`src/verilog/adc_seq_consts.svh`:
```
// Offsets, field positions, reset values and counts of the converter sequencer
`ifndef ADC_SEQ_CONSTS_SVH
`define ADC_SEQ_CONSTS_SVH

// Register byte addresses
`define OFS_CTRL_FIRST   8'h00
`define OFS_CTRL_SECOND  8'h04
`define OFS_PIN_ENABLE   8'h08
`define OFS_RESULT_LOW   8'h0C
`define OFS_RESULT_HIGH  8'h10
`define OFS_IRQ_CTRL     8'h14

// First control register fields
`define CF_CHAN_LSB      0
`define CF_CHAN_MSB      2
`define CF_POWER_OFF     5
`define CF_BUSY          6
`define CF_START         7

// Second control register fields
`define CS_DIV_LSB       0
`define CS_DIV_MSB       2
`define CS_BANDGAP_ON    3
`define CS_CHAN_HIGH     4
`define CS_REF_SEL       5

// Interrupt control register fields
`define IR_GLOBAL_EN     0
`define IR_CONV_EN       1
`define IR_FLAG          2

// Reset values
`define RST_POWER_OFF    1'b1
`define RST_CHAN_LOW     3'h0
`define RST_CTRL_SECOND  6'h00
`define RST_PIN_ENABLE   8'hFF

// Conversion timing in converter clock periods, and divider codes
`define CONV_PERIODS     16
`define LAST_PERIOD      4'hF
`define SAMPLE_END       4'h1
`define FIRST_TRIAL      4'h2
`define LAST_TRIAL       4'hD
`define DIV_CODE_UNDEF   3'h7
`define DIV_CODE_MAX     3'h6

`endif

```
`src/verilog/adc_seq_pkg.sv`:
```
// Types shared by the converter sequencer files
package adc_seq_pkg;

   // APB request from the master
   typedef struct packed {
      logic        psel;
      logic        penable;
      logic        pwrite;
      logic [7:0]  paddr;
      logic [31:0] pwdata;
   } apb_req_type;

   // APB answer to the master
   typedef struct packed {
      logic [31:0] prdata;
      logic        pready;
      logic        pslverr;
   } apb_rsp_type;

   // Controls toward the shared analog pins
   typedef struct packed {
      logic [7:0] pull_high_disable;
      logic [7:0] dir_override;
      logic       vref_pin_sel;
   } pin_ctrl_type;

   // Conversion sequencer states
   typedef enum logic [1:0] {
      ST_IDLE,
      ST_ARMED,
      ST_CONVERT
   } conv_state_type;

endpackage

```
`src/verilog/adc_conversion_sequencer.sv`:
```
// APB-controlled sequencer for a 12-bit successive-approximation converter
//
// How it works
// - Divider codes 0 to 6 give system clock over 1 to 64.
// - Converter is powered only while the power-off bit is clear.
// - With power-off set, the converter is disabled whatever the inputs; bandgap enable still follows its bit.
// - Channel choice uses bits split across both control registers.
// - Each pin enable bit makes its pin an analog input or not.
// - Enabled pins lose pull-high and direction control of the port.
// - Reference is supply or reference pin; pin choice overrides pin function.
// - Interrupt only when global and conversion enables are both set.
// - A low-high-low pulse on the start bit begins a conversion.
// - Busy flag is readable and falls when the conversion ends.
// - With busy low, the result sits in the low and high bytes.
// - Completion raises the interrupt request when enabled.
// - A conversion takes sixteen converter clock periods.
// - Conversion runs in hardware while the processor does other work.
// - After reset all shared pins are analog inputs.
// - Result is 12-bit unsigned, full scale all ones.
// - One step is reference over 4096.
// - Analog offset shifts transitions half a step; top code 1.5 below.
// - Writing 03h to second control selects over 8, bandgap off.
// - Writing zero to first control powers on and picks channel zero.
// - Writing 0Fh to pin enables makes channels 0 to 3 inputs.
//
// The placing of the registers and the APB interface to the registers were left to the implementer.
`timescale 1ns/1ps
`include "adc_seq_consts.svh"
module adc_conversion_sequencer (
   input  wire logic                       clk_i,
   input  wire logic                       rst_n_i,
   input  wire logic                       ce_i,
   input  wire adc_seq_pkg::apb_req_type   apb_req_i,
   output adc_seq_pkg::apb_rsp_type        apb_rsp_o,
   input  wire logic                       cmp_i,
   output logic [11:0]                     dac_code_o,
   output logic                            sample_o,
   output logic [3:0]                      channel_o,
   output logic                            power_en_o,
   output logic                            bandgap_en_o,
   output adc_seq_pkg::pin_ctrl_type       pins_o,
   output logic                            irq_o
);
   import adc_seq_pkg::*;

   ////////////////////////////////////////////////////////////////////////////
   // Declarations
   logic [2:0]     chan_low_q;
   logic           chan_high_q;
   logic           power_off_q;
   logic           start_q;
   logic [2:0]     div_sel_q;
   logic           bandgap_on_q;
   logic           ref_sel_q;
   logic [7:0]     pin_en_q;
   logic           global_en_q;
   logic           conv_en_q;
   logic           flag_q;
   logic           irq_q;
   pin_ctrl_type   pins_q;
   conv_state_type state_q;
   conv_state_type state_d;
   logic [3:0]     period_q;
   logic [11:0]    trial_q;
   logic [11:0]    result_q;
   logic [31:0]    prdata_q;
   logic           cmp_meta_q;
   logic           cmp_q;
   logic           busy;
   logic           tick;
   logic           launch;
   logic           done;
   logic           setup;
   logic           wr;
   logic [7:0]     rd_byte;
   logic [7:0]     wdat;

   // Decodes whether a byte address holds a register
   function automatic logic mapped(input logic [7:0] a);
      mapped = (a == `OFS_CTRL_FIRST) || (a == `OFS_CTRL_SECOND) ||
               (a == `OFS_PIN_ENABLE) || (a == `OFS_RESULT_LOW) ||
               (a == `OFS_RESULT_HIGH) || (a == `OFS_IRQ_CTRL);
   endfunction

   // Trial bit for a conversion period, zero outside the trial periods
   function automatic logic [11:0] trial_bit(input logic [3:0] p);
      if (p >= `FIRST_TRIAL && p <= `LAST_TRIAL) begin
         trial_bit = 12'h001 << (`LAST_TRIAL - p);
      end else begin
         trial_bit = 12'h000;
      end
   endfunction

   // Write request of the access phase for one register
   function automatic logic wr_to(input logic w, input logic [7:0] a, input logic [7:0] o);
      wr_to = w && (a == o);
   endfunction

   ////////////////////////////////////////////////////////////////////////////
   // APB slave, zero wait states while ce_i is high, error on unmapped addresses
   assign setup = apb_req_i.psel && !apb_req_i.penable;
   assign wr    = apb_req_i.psel && apb_req_i.penable && apb_req_i.pwrite && ce_i &&
                  mapped(apb_req_i.paddr);
   assign wdat  = apb_req_i.pwdata[7:0];

   assign apb_rsp_o.prdata  = prdata_q;
   assign apb_rsp_o.pready  = ce_i;
   assign apb_rsp_o.pslverr = apb_req_i.psel && apb_req_i.penable &&
                              !mapped(apb_req_i.paddr);

   // Read data selection; reserved bits read as zero
   always_comb begin
      rd_byte = 8'h00;
      unique case (apb_req_i.paddr)
         `OFS_CTRL_FIRST: begin
            rd_byte[`CF_CHAN_MSB:`CF_CHAN_LSB] = chan_low_q;
            rd_byte[`CF_POWER_OFF]             = power_off_q;
            rd_byte[`CF_BUSY]                  = busy;
            rd_byte[`CF_START]                 = start_q;
         end
         `OFS_CTRL_SECOND: begin
            rd_byte[`CS_DIV_MSB:`CS_DIV_LSB] = div_sel_q;
            rd_byte[`CS_BANDGAP_ON]          = bandgap_on_q;
            rd_byte[`CS_CHAN_HIGH]           = chan_high_q;
            rd_byte[`CS_REF_SEL]             = ref_sel_q;
         end
         `OFS_PIN_ENABLE:  rd_byte = pin_en_q;
         `OFS_RESULT_LOW:  rd_byte = result_q[7:0];
         `OFS_RESULT_HIGH: rd_byte = {4'h0, result_q[11:8]};
         `OFS_IRQ_CTRL: begin
            rd_byte[`IR_GLOBAL_EN] = global_en_q;
            rd_byte[`IR_CONV_EN]   = conv_en_q;
            rd_byte[`IR_FLAG]      = flag_q;
         end
         default:          rd_byte = 8'h00;
      endcase
   end

   // Read data captured in the setup cycle, stable through the access phase
   always_ff @(posedge clk_i or negedge rst_n_i) begin
      if (!rst_n_i) begin
         prdata_q <= 32'h0000_0000;
      end else if (ce_i && setup) begin
         prdata_q <= {24'h00_0000, rd_byte};
      end
   end

   ////////////////////////////////////////////////////////////////////////////
   // First control register: channel low bits, power off, start
   always_ff @(posedge clk_i or negedge rst_n_i) begin
      if (!rst_n_i) begin
         chan_low_q  <= `RST_CHAN_LOW;
         power_off_q <= `RST_POWER_OFF;
         start_q     <= 1'b0;
      end else if (ce_i && wr_to(wr, apb_req_i.paddr, `OFS_CTRL_FIRST)) begin
         chan_low_q  <= wdat[`CF_CHAN_MSB:`CF_CHAN_LSB];
         power_off_q <= wdat[`CF_POWER_OFF];
         start_q     <= wdat[`CF_START];
      end
   end

   // Second control register: divider, bandgap, channel high bit, reference
   always_ff @(posedge clk_i or negedge rst_n_i) begin
      if (!rst_n_i) begin
         {ref_sel_q, chan_high_q, bandgap_on_q, div_sel_q} <= `RST_CTRL_SECOND;
      end else if (ce_i && wr_to(wr, apb_req_i.paddr, `OFS_CTRL_SECOND)) begin
         div_sel_q    <= wdat[`CS_DIV_MSB:`CS_DIV_LSB];
         bandgap_on_q <= wdat[`CS_BANDGAP_ON];
         chan_high_q  <= wdat[`CS_CHAN_HIGH];
         ref_sel_q    <= wdat[`CS_REF_SEL];
      end
   end

   // Pin enable register, all pins analog after reset
   always_ff @(posedge clk_i or negedge rst_n_i) begin
      if (!rst_n_i) begin
         pin_en_q <= `RST_PIN_ENABLE;
      end else if (ce_i && wr_to(wr, apb_req_i.paddr, `OFS_PIN_ENABLE)) begin
         pin_en_q <= wdat;
      end
   end

   // Interrupt enables and flag; completion wins over a clearing write
   always_ff @(posedge clk_i or negedge rst_n_i) begin
      if (!rst_n_i) begin
         global_en_q <= 1'b0;
         conv_en_q   <= 1'b0;
         flag_q      <= 1'b0;
      end else if (ce_i) begin
         if (wr_to(wr, apb_req_i.paddr, `OFS_IRQ_CTRL)) begin
            global_en_q <= wdat[`IR_GLOBAL_EN];
            conv_en_q   <= wdat[`IR_CONV_EN];
         end
         if (done) begin
            flag_q <= 1'b1;
         end else if (wr_to(wr, apb_req_i.paddr, `OFS_IRQ_CTRL)) begin
            flag_q <= wdat[`IR_FLAG];
         end
      end
   end

   // Interrupt request gated by both enables
   always_ff @(posedge clk_i or negedge rst_n_i) begin
      if (!rst_n_i) begin
         irq_q <= 1'b0;
      end else if (ce_i) begin
         irq_q <= flag_q && global_en_q && conv_en_q;
      end
   end
   assign irq_o = irq_q;

   ////////////////////////////////////////////////////////////////////////////
   // Comparator synchroniser
   always_ff @(posedge clk_i or negedge rst_n_i) begin
      if (!rst_n_i) begin
         cmp_meta_q <= 1'b0;
         cmp_q      <= 1'b0;
      end else if (ce_i) begin
         cmp_meta_q <= cmp_i;
         cmp_q      <= cmp_meta_q;
      end
   end

   // Converter clock from the divided system clock
   adc_clock_divider u_div (
      .clk_i     (clk_i),
      .rst_n_i   (rst_n_i),
      .ce_i      (ce_i),
      .run_i     (busy),
      .div_sel_i (div_sel_q),
      .tick_o    (tick)
   );

   ////////////////////////////////////////////////////////////////////////////
   // Sequencer: start high holds it reset, falling start launches
   assign busy   = (state_q == ST_CONVERT);
   assign launch = (state_q == ST_ARMED) && !start_q && !power_off_q;
   assign done   = busy && tick && (period_q == `LAST_PERIOD) &&
                   !start_q && !power_off_q;

   always_comb begin
      state_d = state_q;
      unique case (state_q)
         ST_IDLE: begin
            if (start_q) state_d = ST_ARMED;
         end
         ST_ARMED: begin
            if (!start_q) state_d = power_off_q ? ST_IDLE : ST_CONVERT;
         end
         ST_CONVERT: begin
            if (start_q) state_d = ST_ARMED;
            else if (power_off_q || done) state_d = ST_IDLE;
         end
      endcase
   end

   always_ff @(posedge clk_i or negedge rst_n_i) begin
      if (!rst_n_i) begin
         state_q <= ST_IDLE;
      end else if (ce_i) begin
         state_q <= state_d;
      end
   end

   // Period counter over the sixteen converter clock periods
   always_ff @(posedge clk_i or negedge rst_n_i) begin
      if (!rst_n_i) begin
         period_q <= 4'h0;
      end else if (ce_i) begin
         if (launch) begin
            period_q <= 4'h0;
         end else if (busy && tick) begin
            period_q <= period_q + 4'h1;
         end
      end
   end

   // Successive approximation; the analog side adds the half-step offset
   always_ff @(posedge clk_i or negedge rst_n_i) begin
      if (!rst_n_i) begin
         trial_q <= 12'h000;
      end else if (ce_i) begin
         if (launch) begin
            trial_q <= 12'h000;
         end else if (busy && tick) begin
            if (period_q == `SAMPLE_END) begin
               trial_q <= 12'h800;
            end else if (trial_bit(period_q) != 12'h000) begin
               trial_q <= (cmp_q ? trial_q : (trial_q & ~trial_bit(period_q))) |
                          trial_bit(period_q + 4'h1);
            end
         end
      end
   end

   // Result register loaded as busy falls
   always_ff @(posedge clk_i or negedge rst_n_i) begin
      if (!rst_n_i) begin
         result_q <= 12'h000;
      end else if (ce_i && done) begin
         result_q <= trial_q;
      end
   end

   ////////////////////////////////////////////////////////////////////////////
   // Pin and analog controls
   always_ff @(posedge clk_i or negedge rst_n_i) begin
      if (!rst_n_i) begin
         pins_q <= '{`RST_PIN_ENABLE, `RST_PIN_ENABLE, 1'b0};
      end else if (ce_i) begin
         pins_q.pull_high_disable <= pin_en_q;
         pins_q.dir_override      <= pin_en_q;
         pins_q.vref_pin_sel      <= ref_sel_q;
      end
   end
   assign pins_o       = pins_q;
   assign dac_code_o   = trial_q;
   assign sample_o     = busy && (period_q < `FIRST_TRIAL);
   assign channel_o    = {chan_high_q, chan_low_q};
   assign power_en_o   = !power_off_q;
   assign bandgap_en_o = bandgap_on_q;

   ////////////////////////////////////////////////////////////////////////////
   // Checks
   logic [4:0] tick_cnt_h;
   always_ff @(posedge clk_i or negedge rst_n_i) begin
      if (!rst_n_i) begin
         tick_cnt_h <= 5'h00;
      end else if (ce_i) begin
         if (launch) tick_cnt_h <= 5'h00;
         else if (busy && tick) tick_cnt_h <= tick_cnt_h + 5'h01;
      end
   end

   busy_launch_a: assert property (@(posedge clk_i) disable iff (!rst_n_i)
      (ce_i && launch) |=> busy && (period_q == 4'h0))
      else $error("busy did not rise at launch");

   conv_length_a: assert property (@(posedge clk_i) disable iff (!rst_n_i)
      (ce_i && done) |=> !busy && (tick_cnt_h == 5'h10))
      else $error("conversion did not span sixteen periods");

   power_gate_a: assert property (@(posedge clk_i) disable iff (!rst_n_i)
      (ce_i && power_off_q) |-> !power_en_o ##1 !busy)
      else $error("converter active while powered off");

   irq_gate_a: assert property (@(posedge clk_i) disable iff (!rst_n_i)
      $rose(irq_o) |-> $past(global_en_q) && $past(conv_en_q) && $past(flag_q))
      else $error("interrupt without both enables");

   done_result_a: assert property (@(posedge clk_i) disable iff (!rst_n_i)
      (ce_i && done) |=> flag_q && (result_q == $past(trial_q)))
      else $error("result or flag missing after completion");

   start_reset_a: assert property (@(posedge clk_i) disable iff (!rst_n_i)
      (ce_i && start_q) |=> !busy && (state_q == ST_ARMED))
      else $error("start high did not hold sequencer reset");

   pin_follow_a: assert property (@(posedge clk_i) disable iff (!rst_n_i)
      ce_i |=> (pins_o.dir_override == $past(pin_en_q)) &&
               (pins_o.vref_pin_sel == $past(ref_sel_q)))
      else $error("pin controls do not follow registers");

   sar_first_a: assert property (@(posedge clk_i) disable iff (!rst_n_i)
      (ce_i && busy && tick && period_q == 4'h1 && !start_q && !power_off_q)
      |=> dac_code_o == 12'h800)
      else $error("first trial code not mid scale");

endmodule

```
`src/verilog/adc_clock_divider.sv`:
```
// Converter clock enable generator dividing the system clock
`timescale 1ns/1ps
`include "adc_seq_consts.svh"
module adc_clock_divider (
   input  wire logic       clk_i,
   input  wire logic       rst_n_i,
   input  wire logic       ce_i,
   input  wire logic       run_i,
   input  wire logic [2:0] div_sel_i,
   output logic            tick_o
);

   logic [5:0] cnt_q;

   // Last count value for a divider code; the undefined code acts as the largest
   function automatic logic [5:0] last_count(input logic [2:0] sel);
      logic [6:0] span;
      span = 7'h01 << ((sel == `DIV_CODE_UNDEF) ? `DIV_CODE_MAX : sel);
      last_count = 6'(span - 7'h01);
   endfunction

   // One tick per divided period while running
   assign tick_o = run_i && ce_i && (cnt_q == last_count(div_sel_i));

   ////////////////////////////////////////////////////////////////////////////
   // Period counter, restarted whenever the converter is not running
   always_ff @(posedge clk_i or negedge rst_n_i) begin
      if (!rst_n_i) begin
         cnt_q <= 6'h00;
      end else if (ce_i) begin
         if (!run_i || tick_o) begin
            cnt_q <= 6'h00;
         end else begin
            cnt_q <= cnt_q + 6'h01;
         end
      end
   end

endmodule

```
`config.mk`:
```
export PLATFORM = sky130hd
export DESIGN_NAME = adc_conversion_sequencer
export DESIGN_NICKNAME = d
export VERILOG_FILES = /design/src/verilog/adc_seq_pkg.sv /design/src/verilog/adc_conversion_sequencer.sv /design/src/verilog/adc_clock_divider.sv
export VERILOG_INCLUDE_DIRS = /design/src /design/src/verilog
export SDC_FILE = /design/constraint.sdc
export NUM_CORES = 1
export LEC_CHECK = 0
export BUFFER_PORTS_ARGS = -buffer_cell sky130_fd_sc_hd__buf_2
export CORE_ASPECT_RATIO = 1.2
export CORE_MARGIN = 5
export CORE_UTILIZATION = 35
export CTS_CLUSTER_DIAMETER = 80
export DETAILED_ROUTE_END_ITERATION = 12
export SLEW_MARGIN = 5
export SYNTH_ARGS = -nofsm -noshare
export SYNTH_HDL_FRONTEND = slang
export SYNTH_HIERARCHICAL = 1
export SYNTH_SLANG_ARGS = --single-unit
```
`constraint.sdc`:
```
create_clock -name clk_i -period 4.7 [get_ports clk_i]
set_clock_uncertainty 0.15 [all_clocks]
set_input_delay 0.47 -clock clk_i [delete_from_list [all_inputs] [get_ports clk_i]]
set_output_delay 0.47 -clock clk_i [all_outputs]
set_load 0.02 [all_outputs]
```
Yosys cells after proc, flatten, opt, wreduce, memory -nomap -nowiden. Index checks and enable logic that the tools add are counted. Widths: inputs -> output; s select.

Register bits: 78. Input port bits: 47. Output and inout bits: 71. Word-level logic and storage cells: 140.

$add $sub $neg: 5. Order comparisons: 5. Eq/ne operators: 14. Shift-type cells: 3. Muxes and demuxes: 37. Bitwise operators: 3. Reduce and logical (&&, ||, !) cells: 51.

Operators with widths (number): $mux 12 (21); $logic_and 1x1->1 (28); $shl 1x4->12 const A (2); $pmux 3 s6 (1); $eq 8x4->1 const B (2); $eq 8x5->1 const B (2); $and 12x12->12 (1); $not 12->12 (1); $or 12x12->12 (1); $pmux 2 s3 (2); $reduce_bool 12->1 (1); $mux 2 (5); $eq 8x3->1 const B (1); $ge 4x2->1 const B (2); $le 4x4->1 const B (2); $logic_not 8->1 (1); $mux 4 (2); $pmux 2 s4 (1); $sub 4x4->4 const A (2); $logic_or 1x1->1 (7); $add 6x1->6 const B (1); $eq 6x6->1 (1); $mux 6 (1); $reduce_and 2->1 (3); other kinds (20) (27).

Logic depth before layout (Yosys ltp). Gate-level depths: netlist of the first run.

Word-level depth: 24. Mapped depth: 13. Gate-level depth less buffers: 10.

By module. Netlist of the first run, hierarchy kept.

By module, submodules not included: adc_conversion_sequencer (times used 1, cells each 358, area an instance 4005.1 um^2, sequential area each 1823.0 um^2); adc_clock_divider (times used 1, cells each 63, area an instance 524.3 um^2, sequential area each 150.1 um^2).

Worst setup path after synthesis of the first run. Ideal clock, no wire load.

Path type: flip-flop to flip-flop. From: register state_q[1]. To: register result_q[10]. Library setup time: 0.125 ns. Arrival: 2.989 ns. Required time: 4.425 ns. Slack: 1.437 ns. Cell stages (with the launch flop): 13. Buffers on the path: 3. Period minus slack after synthesis: 3.263 ns. Path through: dfrtp_1 nor2b_1 clkbuf_1 clkbuf_2 nand2_1 a2111oi_0 o32a_2 and2_1 nand4_1 nor4b_1 nand2_1 buf_1 mux2_2.

Cells in the longest elaborated chain, start to end: 8.

RTL lines: start, declared (line adc_conversion_sequencer.sv:61) `conv_state_type state_q;`; start signal, assigned (line adc_conversion_sequencer.sv:261) `state_q <= state_d;`; $eq 2x2->1 (line adc_conversion_sequencer.sv:236) `assign busy = (state_q == ST_CONVERT);`; net busy (line adc_conversion_sequencer.sv:69) `logic busy;`; $logic_and 1x1->1 (2 in a row) (line adc_clock_divider.sv:23) `assign tick_o = run_i && ce_i && (cnt_q == last_count(div_sel_i));`; net tick (line adc_conversion_sequencer.sv:70) `logic tick;`; $logic_and 1x1->1; $logic_and 1x1->1 (3 in a row) (line adc_conversion_sequencer.sv:238) `` assign done = busy && tick && (period_q == `LAST_PERIOD) && ``; $logic_and 1x1->1 (line adc_conversion_sequencer.sv:300) `end else if (ce_i && done) begin`; end signal, assigned (line adc_conversion_sequencer.sv:301) `result_q <= trial_q;`; end, declared (line adc_conversion_sequencer.sv:65) `logic [11:0] result_q;`.

The timed path passes the listed nets, and every way through them passes these cells. A chain may end at the register's enable or synchronous reset.

Worst setup path after layout of the first run.
From: register state_q[1]. To: register trial_q[6] (netlist: dac_code_o[6]).

Cells in the longest elaborated chain, start to end: 6. Elaborated cells between the ends (all ways): 11. Classes of those cells: 2 x eq/ne; 1 x mux; 8 x reduce/logical.

RTL lines: $eq 2x2->1 (line adc_conversion_sequencer.sv:236); $logic_and 1x1->1 (2 in a row) (line adc_clock_divider.sv:23); net tick (line adc_conversion_sequencer.sv:70); $logic_and 1x1->1; $reduce_bool 2->1 (no source line); $reduce_and 3->1 (no source line); end signal, assigned (line adc_conversion_sequencer.sv:289) `trial_q <= (cmp_q ? trial_q : (trial_q & ~trial_bit(period_q))) |`; end, declared (line adc_conversion_sequencer.sv:64) `logic [11:0] trial_q;`.

The timed path passes the listed nets, and every way through them passes these cells.

==> results of run 1 <==
cell type report:
cell class	count	share of cell area (%)
multi-input cells	295	43.0
flip-flops and latches	78	38.1
repair buffers	72	7.15
clock buffers	9	4.35
well taps	164	3.96
clock inverters	7	2.17
inverters	17	1.23
cells by family (layout without fill, tap and decap cells):
group / after synthesis / after routing
fa+ha+maj: 14 / 14
flops: 78 / 78
xor+xnor: 3 / 3
simple gates: 117 / 117
compound gates: 76 / 76
mux: 61 / 61
buf+inv: 71 / 105
other cells: 1 / 24
per-layer routing:
metal  up-vias  routed length [um]
met1      1639                4710
met2       110                5450
met5         -                   0
met4         0                 235
met3        18                 727
li1       1571                   -
synth_stat cells (3+ instances only):
cell      count
dfrtp_1      61
mux2_2       40
nand2_1      37
buf_4        34
o21ai_0      20
nor2_1       19
dfstp_2      17
inv_1        17
ha_1         14
a21oi_1      11
clkbuf_1     11
mux2i_1       9
mux2_4        8
nand3_1       8
and3_1        7
o22ai_1       6
o31ai_1       6
a32o_1        5
nand3b_1      5
nand4_1       5
and2_1        4
buf_1         4
mux4_2        4
nor2b_1       4
nor3_1        4
a211oi_1      3
a21o_1        3
nand2b_1      3
nor4_1        3
or3_1         3
final timing paths:
check,from,to,slack (ns),cells past startpoint
setup / recovery,state_q[1],dac_code_o[6],0.90,11
hold / removal,rst_n_i,prdata_q[3],0.13,1
setup reg to reg,state_q[1],dac_code_o[6],0.90,11
hold reg to reg,prdata_q[7],prdata_q[7],0.32,2
max in group asynchronous,rst_n_i,pins_o[0],3.62,1
min in group clk_i,cmp_i,cmp_meta_q,0.22,2
per-stage QoR:
stage,utilization (%),area [um^2],total power (W),worst slack [ns]
global placement,38.2,4840,0.00103,1.17
CTS,40.9,5180,0.00184,0.974
global route,40.9,5180,0.00190,0.680
detailed placement,38.2,4840,0.00104,1.00
finish,40.9,5180,0.00183,0.900
floorplan,-,4620,0.000983,1.44
power by group:
part	internal, W	switching, W	total, W	leakage, nW
logic	0.000107	0.000169	0.000276	1.31
registers	0.000703	0.0000569	0.000760	1.00
clock network	0.000516	0.000275	0.000790	0.165
total	0.00133	0.000500	0.00183	2.48
state kept, by name, indices dropped and copies added, names as in the netlist:
| signal | count |
|---|---|
| cmp_q | 1 |
| div_sel_q | 3 |
| chan_high_q | 1 |
| conv_en_q | 1 |
| ref_sel_q | 1 |
| result_q | 12 |
| u_div/cnt_q | 6 |
| irq_o | 1 |
| chan_low_q | 3 |
| bandgap_en_o | 1 |
| power_off_q | 1 |
| pins_o | 9 |
| dac_code_o | 12 |
| period_q | 4 |
| global_en_q | 1 |
| state_q | 2 |
| prdata_q | 8 |
| start_q | 1 |
| flag_q | 1 |
| pin_en_q | 8 |
| cmp_meta_q | 1 |
critical path, stage by stage, from the launching register on:
cell	delay, ns
dfrtp_1	0.45
nor2b_1	0.23
nand2_1	0.16
a2111oi_0	0.52
o32a_2	0.34
and2_1	0.25
and3b_1	0.19
o21ai_0	0.07
buf_4	0.22
nor4_2	0.64
nand3_1	0.17
a32o_1	0.30
==> flow_summary.toml, run 1 <==
[status]
status = "complete, no violations"

[synthesis]
ys_types = 65
synth_fa_ha_area_share_pct = 3.87
yosys.area.top_type = "dfrtp_1"
ys_seq_area_share_pct = 43.6
ys_async_sr_fraction_pct = 100
synth-edff-count = 0
synthSimpleGateAreaFrac_pct = 14.2
synth.area.mux_share_pct = 16.6
ys_top_cells_by_area = "dfrtp_1, mux2_2, dfstp_2, buf_4, ha_1"
synth_top_area_share_pct = 33.7
yosysWarnings = 6
ys_ff_latch = 78
synth_compound_area_share_pct = 12.0
synth_flop_cell = "dfrtp_1"
syn_area_um2 = 4530
synth_area_per_cell_um2 = 10.8
syn_inst = 421
synthXorXnorAreaFrac_pct = 0.580
synth_top_family_by_area = "multiplexers"

[clock_network]
cts_buffer_depth = 2
h-tree-depth = 3
cts_made_buffers = 9
clock_latency_ns = 0.34
cts_sinks = 78
root_buffer = "clkbuf_16"
postCtsResizedCells = 0
holdBufCountCts = 0
tritoncts = "built"
path_clk_slew_ns = 0.06
postCtsSetupBuffers = 0

[critical_path]
arrival_ns = 3.87
path_class = "flop to flop"
required_ns = 4.77
critPathCaptureType = "flop"
critPathMaxFanout = 13
startpoint_type = "flop"

[timing]
min_period_over_period_pct = 80.9
relSlewSlack_pct = 34.4
rsz0062_at_grt = "false"
finalHoldViolations = 0
period_minus_slack_ns = 3.80
final_max_slew_viol_count = 0
max_freq_mhz = 263
tightestPinTransition_ns = 0.984
setup_violations = 0
fin_tns_setup_ns = 0
fin_hold_ws_ns = 0.128

[layout]
fillers = 1235
register_area_um2 = 1970
fin_nets = 534
mostFrequentLayoutCells = "buf_2, dfrtp_1, mux2_2"
diodes = 0
stdcell_count = 642
drive_gt1_share_pct = 34.9
layout.cells.most_common = "buf_2"
multi_input_area_um2 = 2230
syn2layout_area_growth_pct = 14.4

[pwr]
powerDensity_nw_per_um2 = 353
vdd_ir_drop_max_mv = 0.198
p_leak_nw = 2.48

[global_routing]
grt_usage_pct = 14.4
grtUsageMet3_pct = 3.72
globalRouteOverflowTotal = 0
use_met1_pct = 18.3
grt_max_degree = 79
grt-busiest-layer = "met2"
grt_antenna_before_repair = 0
grtUsageMet2_pct = 23.7
grt_pass1_wl_um = 17500
grt_pass1_vias = 3365

[detailed_routing]
finalWirelength_um = 11100
drt_iter0_drc = 178
vias = 3338
drt-vias-per-instance = 5.20
first_pass_iters = 4
wire_per_inst_um = 17.3
route.detailed.drc = 0
ant_nets = 0

[die]
initial_utilization_pct = 35.8
dieArea_um2 = 15300
boundaryPins = 118
die_h_um = 135
fp.dieW_um = 114
core_um2 = 12700
rows = 45

[placed_design]
io_buffers = 69
dp.final_hpwl_um = 8320
dp_cells = 626
place_congestion = 0.830

[worst_hold_path]
hp-class = "input pin to asynchronous set/reset pin"

[job]
drv_cap = 0
Power figures use the tool's default switching activity.
==> inputs of run 2 (changes only) <==
==> constraint.sdc (replaced) <==
create_clock -name clk_i -period 3.5 [get_ports clk_i]
set_clock_uncertainty 0.15 [all_clocks]
set_input_delay 0.35 -clock clk_i [delete_from_list [all_inputs] [get_ports clk_i]]
set_output_delay 0.35 -clock clk_i [all_outputs]
set_load 0.02 [all_outputs]
==> run 2 against run 1 <==
Via count decreased by 0.36%; worst setup slack got worse by 0.72 ns; cell area increased by 0.60%; fmax increased by 14%; critical endpoint is now dac_code_o[5]; largest power group is now sequential cells; highest routed layer unchanged.
==> flow_summary.toml, run 2 (synthesis gave the netlist of run 1 again) <==
[status]
status = "complete, no violations"

[critical_path]
path_cells = "nor2b_1 > nand2_1 > a2111oi_0 > o32a_2 > and2_1 > and3b_1 > o21ai_0 > buf_4 > or2_2 > a32o_1"
required_ns = 3.57
cp.buffers_inverters = 1
critPathMaxFanout = 8
cp_slowest_cell = "a2111oi_0"
path_class = "flop to flop"
startpoint_type = "flop"
critPathTopFamily = "compound AO/OA/AOI/OAI gates"
arrival_ns = 3.39
critPathCaptureType = "flop"
max_stage_delay_ns = 0.47

[layout]
layout.cells.most_common = "buf_2"
diodes = 0
fin_nets = 542
multi_input_area_um2 = 2230
drive_gt1_share_pct = 36.0
mostFrequentLayoutCells = "buf_2, dfrtp_1, mux2_2"
syn2layout_area_growth_pct = 15.1
register_area_um2 = 1970
fillers = 1243

[die]
boundaryPins = 118
fp.dieW_um = 114
dieArea_um2 = 15300
core_um2 = 12700
initial_utilization_pct = 35.8
rows = 45
die_h_um = 135

[clock_network]
path_clk_slew_ns = 0.06
root_buffer = "clkbuf_16"
postCtsResizedCells = 0
tritoncts = "built"
postCtsSetupBuffers = 0
cts_made_buffers = 9
cts_buffer_depth = 2
clock_latency_ns = 0.33
cts_sinks = 78
holdBufCountCts = 0
h-tree-depth = 3

[timing]
min_period_over_period_pct = 94.9
rsz0062_at_grt = "false"
finalHoldViolations = 0
tightestPinTransition_ns = 0.991
fin_tns_setup_ns = 0
final_max_slew_viol_count = 0
setup_violations = 0
max_freq_mhz = 301
relSlewSlack_pct = 33.9
period_minus_slack_ns = 3.32

[detailed_routing]
vias = 3326
drt-vias-per-instance = 5.12
ant_nets = 0
route.detailed.drc = 0
first_pass_iters = 4
finalWirelength_um = 11200
drt_iter0_drc = 139
wire_per_inst_um = 17.2

[global_routing]
grt_antenna_before_repair = 0
grt_pass1_vias = 3357
globalRouteOverflowTotal = 0
grt_usage_pct = 14.6
grt_pass1_wl_um = 17900
grt_max_degree = 79

[placed_design]
dp.final_hpwl_um = 8400
place_congestion = 0.812
io_buffers = 69

[pwr]
vdd_ir_drop_max_mv = 0.179
p_leak_nw = 2.50
powerDensity_nw_per_um2 = 451
total_power_w = 0.00235

[worst_hold_path]
hp-class = "input pin to asynchronous set/reset pin"

[job]
drv_cap = 0
[run 2: cell count changes in the layout (fill, tap and decap cells not counted)]
cell / change
clkinv_2: -3
bufinv_16: -2
inv_6: +1
buf_4: +8
clkinvlp_4: +2
clkbuf_8: +1
clkinv_4: +1
[run 2: area by class of cell]
cell class | count | area share [%]
clock buffers | 10 | 4.59
clock inverters | 6 | 1.34
inverters | 17 | 1.22
multi-input cells | 295 | 42.8
flip-flops and latches | 78 | 37.9
well taps | 164 | 3.94
repair buffers | 80 | 8.26
[run 2: per-stage QoR]
| stage | cell area [um^2] | instances | hold WS [ns] | setup slack (ns) | util [%] |
|---|---|---|---|---|---|
| after floorplan | 4620 | 444 | -0.0956 | 0.237 | - |
| after global placement | 4900 | 634 | 0.311 | 0.309 | 38.7 |
| after detailed placement | 4900 | 634 | 0.311 | 0.213 | 38.7 |
| after CTS | 5210 | 650 | 0.0681 | 0.194 | 41.1 |
| after global routing | 5210 | 650 | 0.0924 | 0.00752 | 41.1 |
| final | 5210 | 650 | 0.0333 | 0.178 | 41.1 |
[run 2: worst paths after layout]
kind	slack, ns	startpoint	cells past startpoint	endpoint
worst max register to register	0.18	state_q[1]	10	dac_code_o[5]
max in group asynchronous	2.52	rst_n_i	1	pins_o[0]
worst min-delay path	0.03	rst_n_i	1	div_sel_q[0]
min in group clk_i	0.10	cmp_i	2	cmp_meta_q
worst max-delay path	0.18	state_q[1]	10	dac_code_o[5]
worst min register to register	0.32	prdata_q[6]	2	prdata_q[6]
[run 2: power by group]
group / switching, W / internal (W) / total (W)
Combinational: 0.000230 / 0.000147 / 0.000376
Clock: 0.000377 / 0.000575 / 0.000952
Sequential: 0.0000753 / 0.000944 / 0.00102
[run 2: routing by layer]
layer  track usage, %  up-vias  wire, um
li1                 -     1585         -
met5                0        -         0
met3             3.09       11       579
met2             25.3       93      5590
met1             18.7     1637      4880
met4             3.37        0       119
==> inputs of run 3 (changes only) <==
--- a/config.mk
+++ b/config.mk
@@ -8,7 +8,6 @@
 export LEC_CHECK = 0
 export BUFFER_PORTS_ARGS = -buffer_cell sky130_fd_sc_hd__buf_2
 export CORE_ASPECT_RATIO = 1.2
-export CORE_MARGIN = 5
 export CORE_UTILIZATION = 35
 export CTS_CLUSTER_DIAMETER = 80
 export DETAILED_ROUTE_END_ITERATION = 12
==> run 3 against run 2 <==
The run now ends with DRC left; routed wire length decreased by 6.2%; sequential power hardly changed; sequential cell count did not move; critical path depth is the same; combinational power about the same; cell area barely moved; global-route usage grew 1.7 points; utilization rose by 0.14 points; register-to-register slack improved by 0.05 ns; first-iteration DRC count up 34%; non-clock buffer count decreased by 1; largest cell class unchanged; largest power group unchanged.
==> flow_summary.toml, run 3 (synthesis gave the netlist of run 1 again) <==
[layout]
drive_gt1_share_pct = 36.1
syn2layout_area_growth_pct = 14.9
diodes = 0
mostFrequentLayoutCells = "buf_2, dfrtp_1, mux2_2"
fillers = 1244
layout.cells.most_common = "buf_2"
fin_nets = 541

[placed_design]
io_buffers = 69
place_congestion = 0.839
dp.final_hpwl_um = 7750

[status]
violations = "DRC"
status = "finished with violations"

[timing]
rsz0062_at_grt = "false"
min_period_over_period_pct = 93.5
period_minus_slack_ns = 3.27
fin_tns_setup_ns = 0
setup_violations = 0
tightestPinTransition_ns = 0.981
final_max_slew_viol_count = 0
relSlewSlack_pct = 34.6
finalHoldViolations = 0
max_freq_mhz = 305

[critical_path]
startpoint_type = "flop"
arrival_ns = 3.34
critPathMaxFanout = 8
required_ns = 3.57
path_class = "flop to flop"
critPathCaptureType = "flop"

[clock_network]
clock_latency_ns = 0.33
cts_sinks = 78
holdBufCountCts = 0
path_clk_slew_ns = 0.06
h-tree-depth = 3
cts_buffer_depth = 2
root_buffer = "clkbuf_16"
tritoncts = "built"
cts_made_buffers = 9

[pwr]
powerDensity_nw_per_um2 = 447
vdd_ir_drop_max_mv = 0.220
p_leak_nw = 2.50
total_power_w = 0.00233

[global_routing]
grt_pass1_vias = 3295
grt_usage_pct = 16.3
grt_pass1_wl_um = 16900
globalRouteOverflowTotal = 0
grt_max_degree = 79
grt_antenna_before_repair = 0

[die]
fp.dieW_um = 106
dieArea_um2 = 13400
rows = 45
core_um2 = 12600
die_h_um = 127
initial_utilization_pct = 35.9
boundaryPins = 118

[detailed_routing]
ant_nets = 0
drt-vias-per-instance = 5.21
first_pass_iters = 9
vias = 3383
drt_iter0_drc = 186
route.detailed.drc = 2
finalWirelength_um = 10500
wire_per_inst_um = 16.1

[worst_hold_path]
hp-class = "input pin to asynchronous set/reset pin"

[job]
drv_cap = 0
run 3: per-stage QoR:
step / cells / cell area, um^2 / hold WS, ns / utilization, % / worst slack [ns]
2_1_floorplan: 444 / 4620 / -0.0956 / - / 0.237
3_3_place_gp: 631 / 4880 / 0.310 / 38.7 / 0.217
3_5_place_dp: 631 / 4880 / 0.314 / 38.7 / 0.115
4_1_cts: 647 / 5180 / 0.0652 / 41.1 / 0.0853
5_1_grt: 649 / 5210 / 0.0987 / 41.3 / 0.0165
6_report: 649 / 5210 / 0.0256 / 41.3 / 0.227
run 3: cell type report:
class / instances / area [um^2] / share of cell area [%]
clock buffer: 11 / 243 / 4.66
timing repair buffer: 79 / 423 / 8.12
multi-input combinational: 295 / 2240 / 43.1
sequential: 78 / 1970 / 37.9
tap: 164 / 205 / 3.94
inverter: 17 / 63.8 / 1.23
clock inverter: 5 / 56.3 / 1.08
run 3: what timing repair did:
action                                  in CTS  in global routing
setup buffers                                0                  2
gates resized for setup                      0                  4
endpoints found under the setup margin       0                 24
run 3: final timing paths:
| kind | from | endpoint | slack [ns] | cells after the start |
|---|---|---|---|---|
| setup / recovery | state_q[1] | dac_code_o[5] | 0.23 | 10 |
| hold / removal | rst_n_i | prdata_q[1] | 0.03 | 1 |
| setup reg to reg | state_q[1] | dac_code_o[5] | 0.23 | 10 |
| hold reg to reg | prdata_q[0] | prdata_q[0] | 0.33 | 2 |
| max in group asynchronous | rst_n_i | u_div/cnt_q[2] | 2.53 | 1 |
| min in group clk_i | cmp_i | cmp_meta_q | 0.10 | 2 |
run 3: worst max-delay path, stage by stage, from the launching register on:
cell and delay [ns]:
dfrtp_1 0.45, nor2b_1 0.24, nand2_1 0.18, a2111oi_2 0.38
o32a_2 0.27, and2_1 0.24, and3b_1 0.20, o21ai_1 0.16
buf_4 0.23, or2_2 0.37, a32o_1 0.28
run 3: report_power, final:
group | switching, W | internal, W
registers | 0.0000737 | 0.000944
clock network | 0.000361 | 0.000572
logic | 0.000226 | 0.000149
run 3: metal layers:
| metal | wire [um] | vias up | part of all wire, % | GRT usage, % |
|---|---|---|---|---|
| li1 | - | 1587 | - | - |
| met1 | 4400 | 1659 | 42 | 20.0 |
| met2 | 5200 | 119 | 50 | 27.2 |
| met3 | 603 | 18 | 5.8 | 3.29 |
| met4 | 269 | 0 | 2.6 | 8.01 |
| met5 | 0 | - | 0 | 0 |
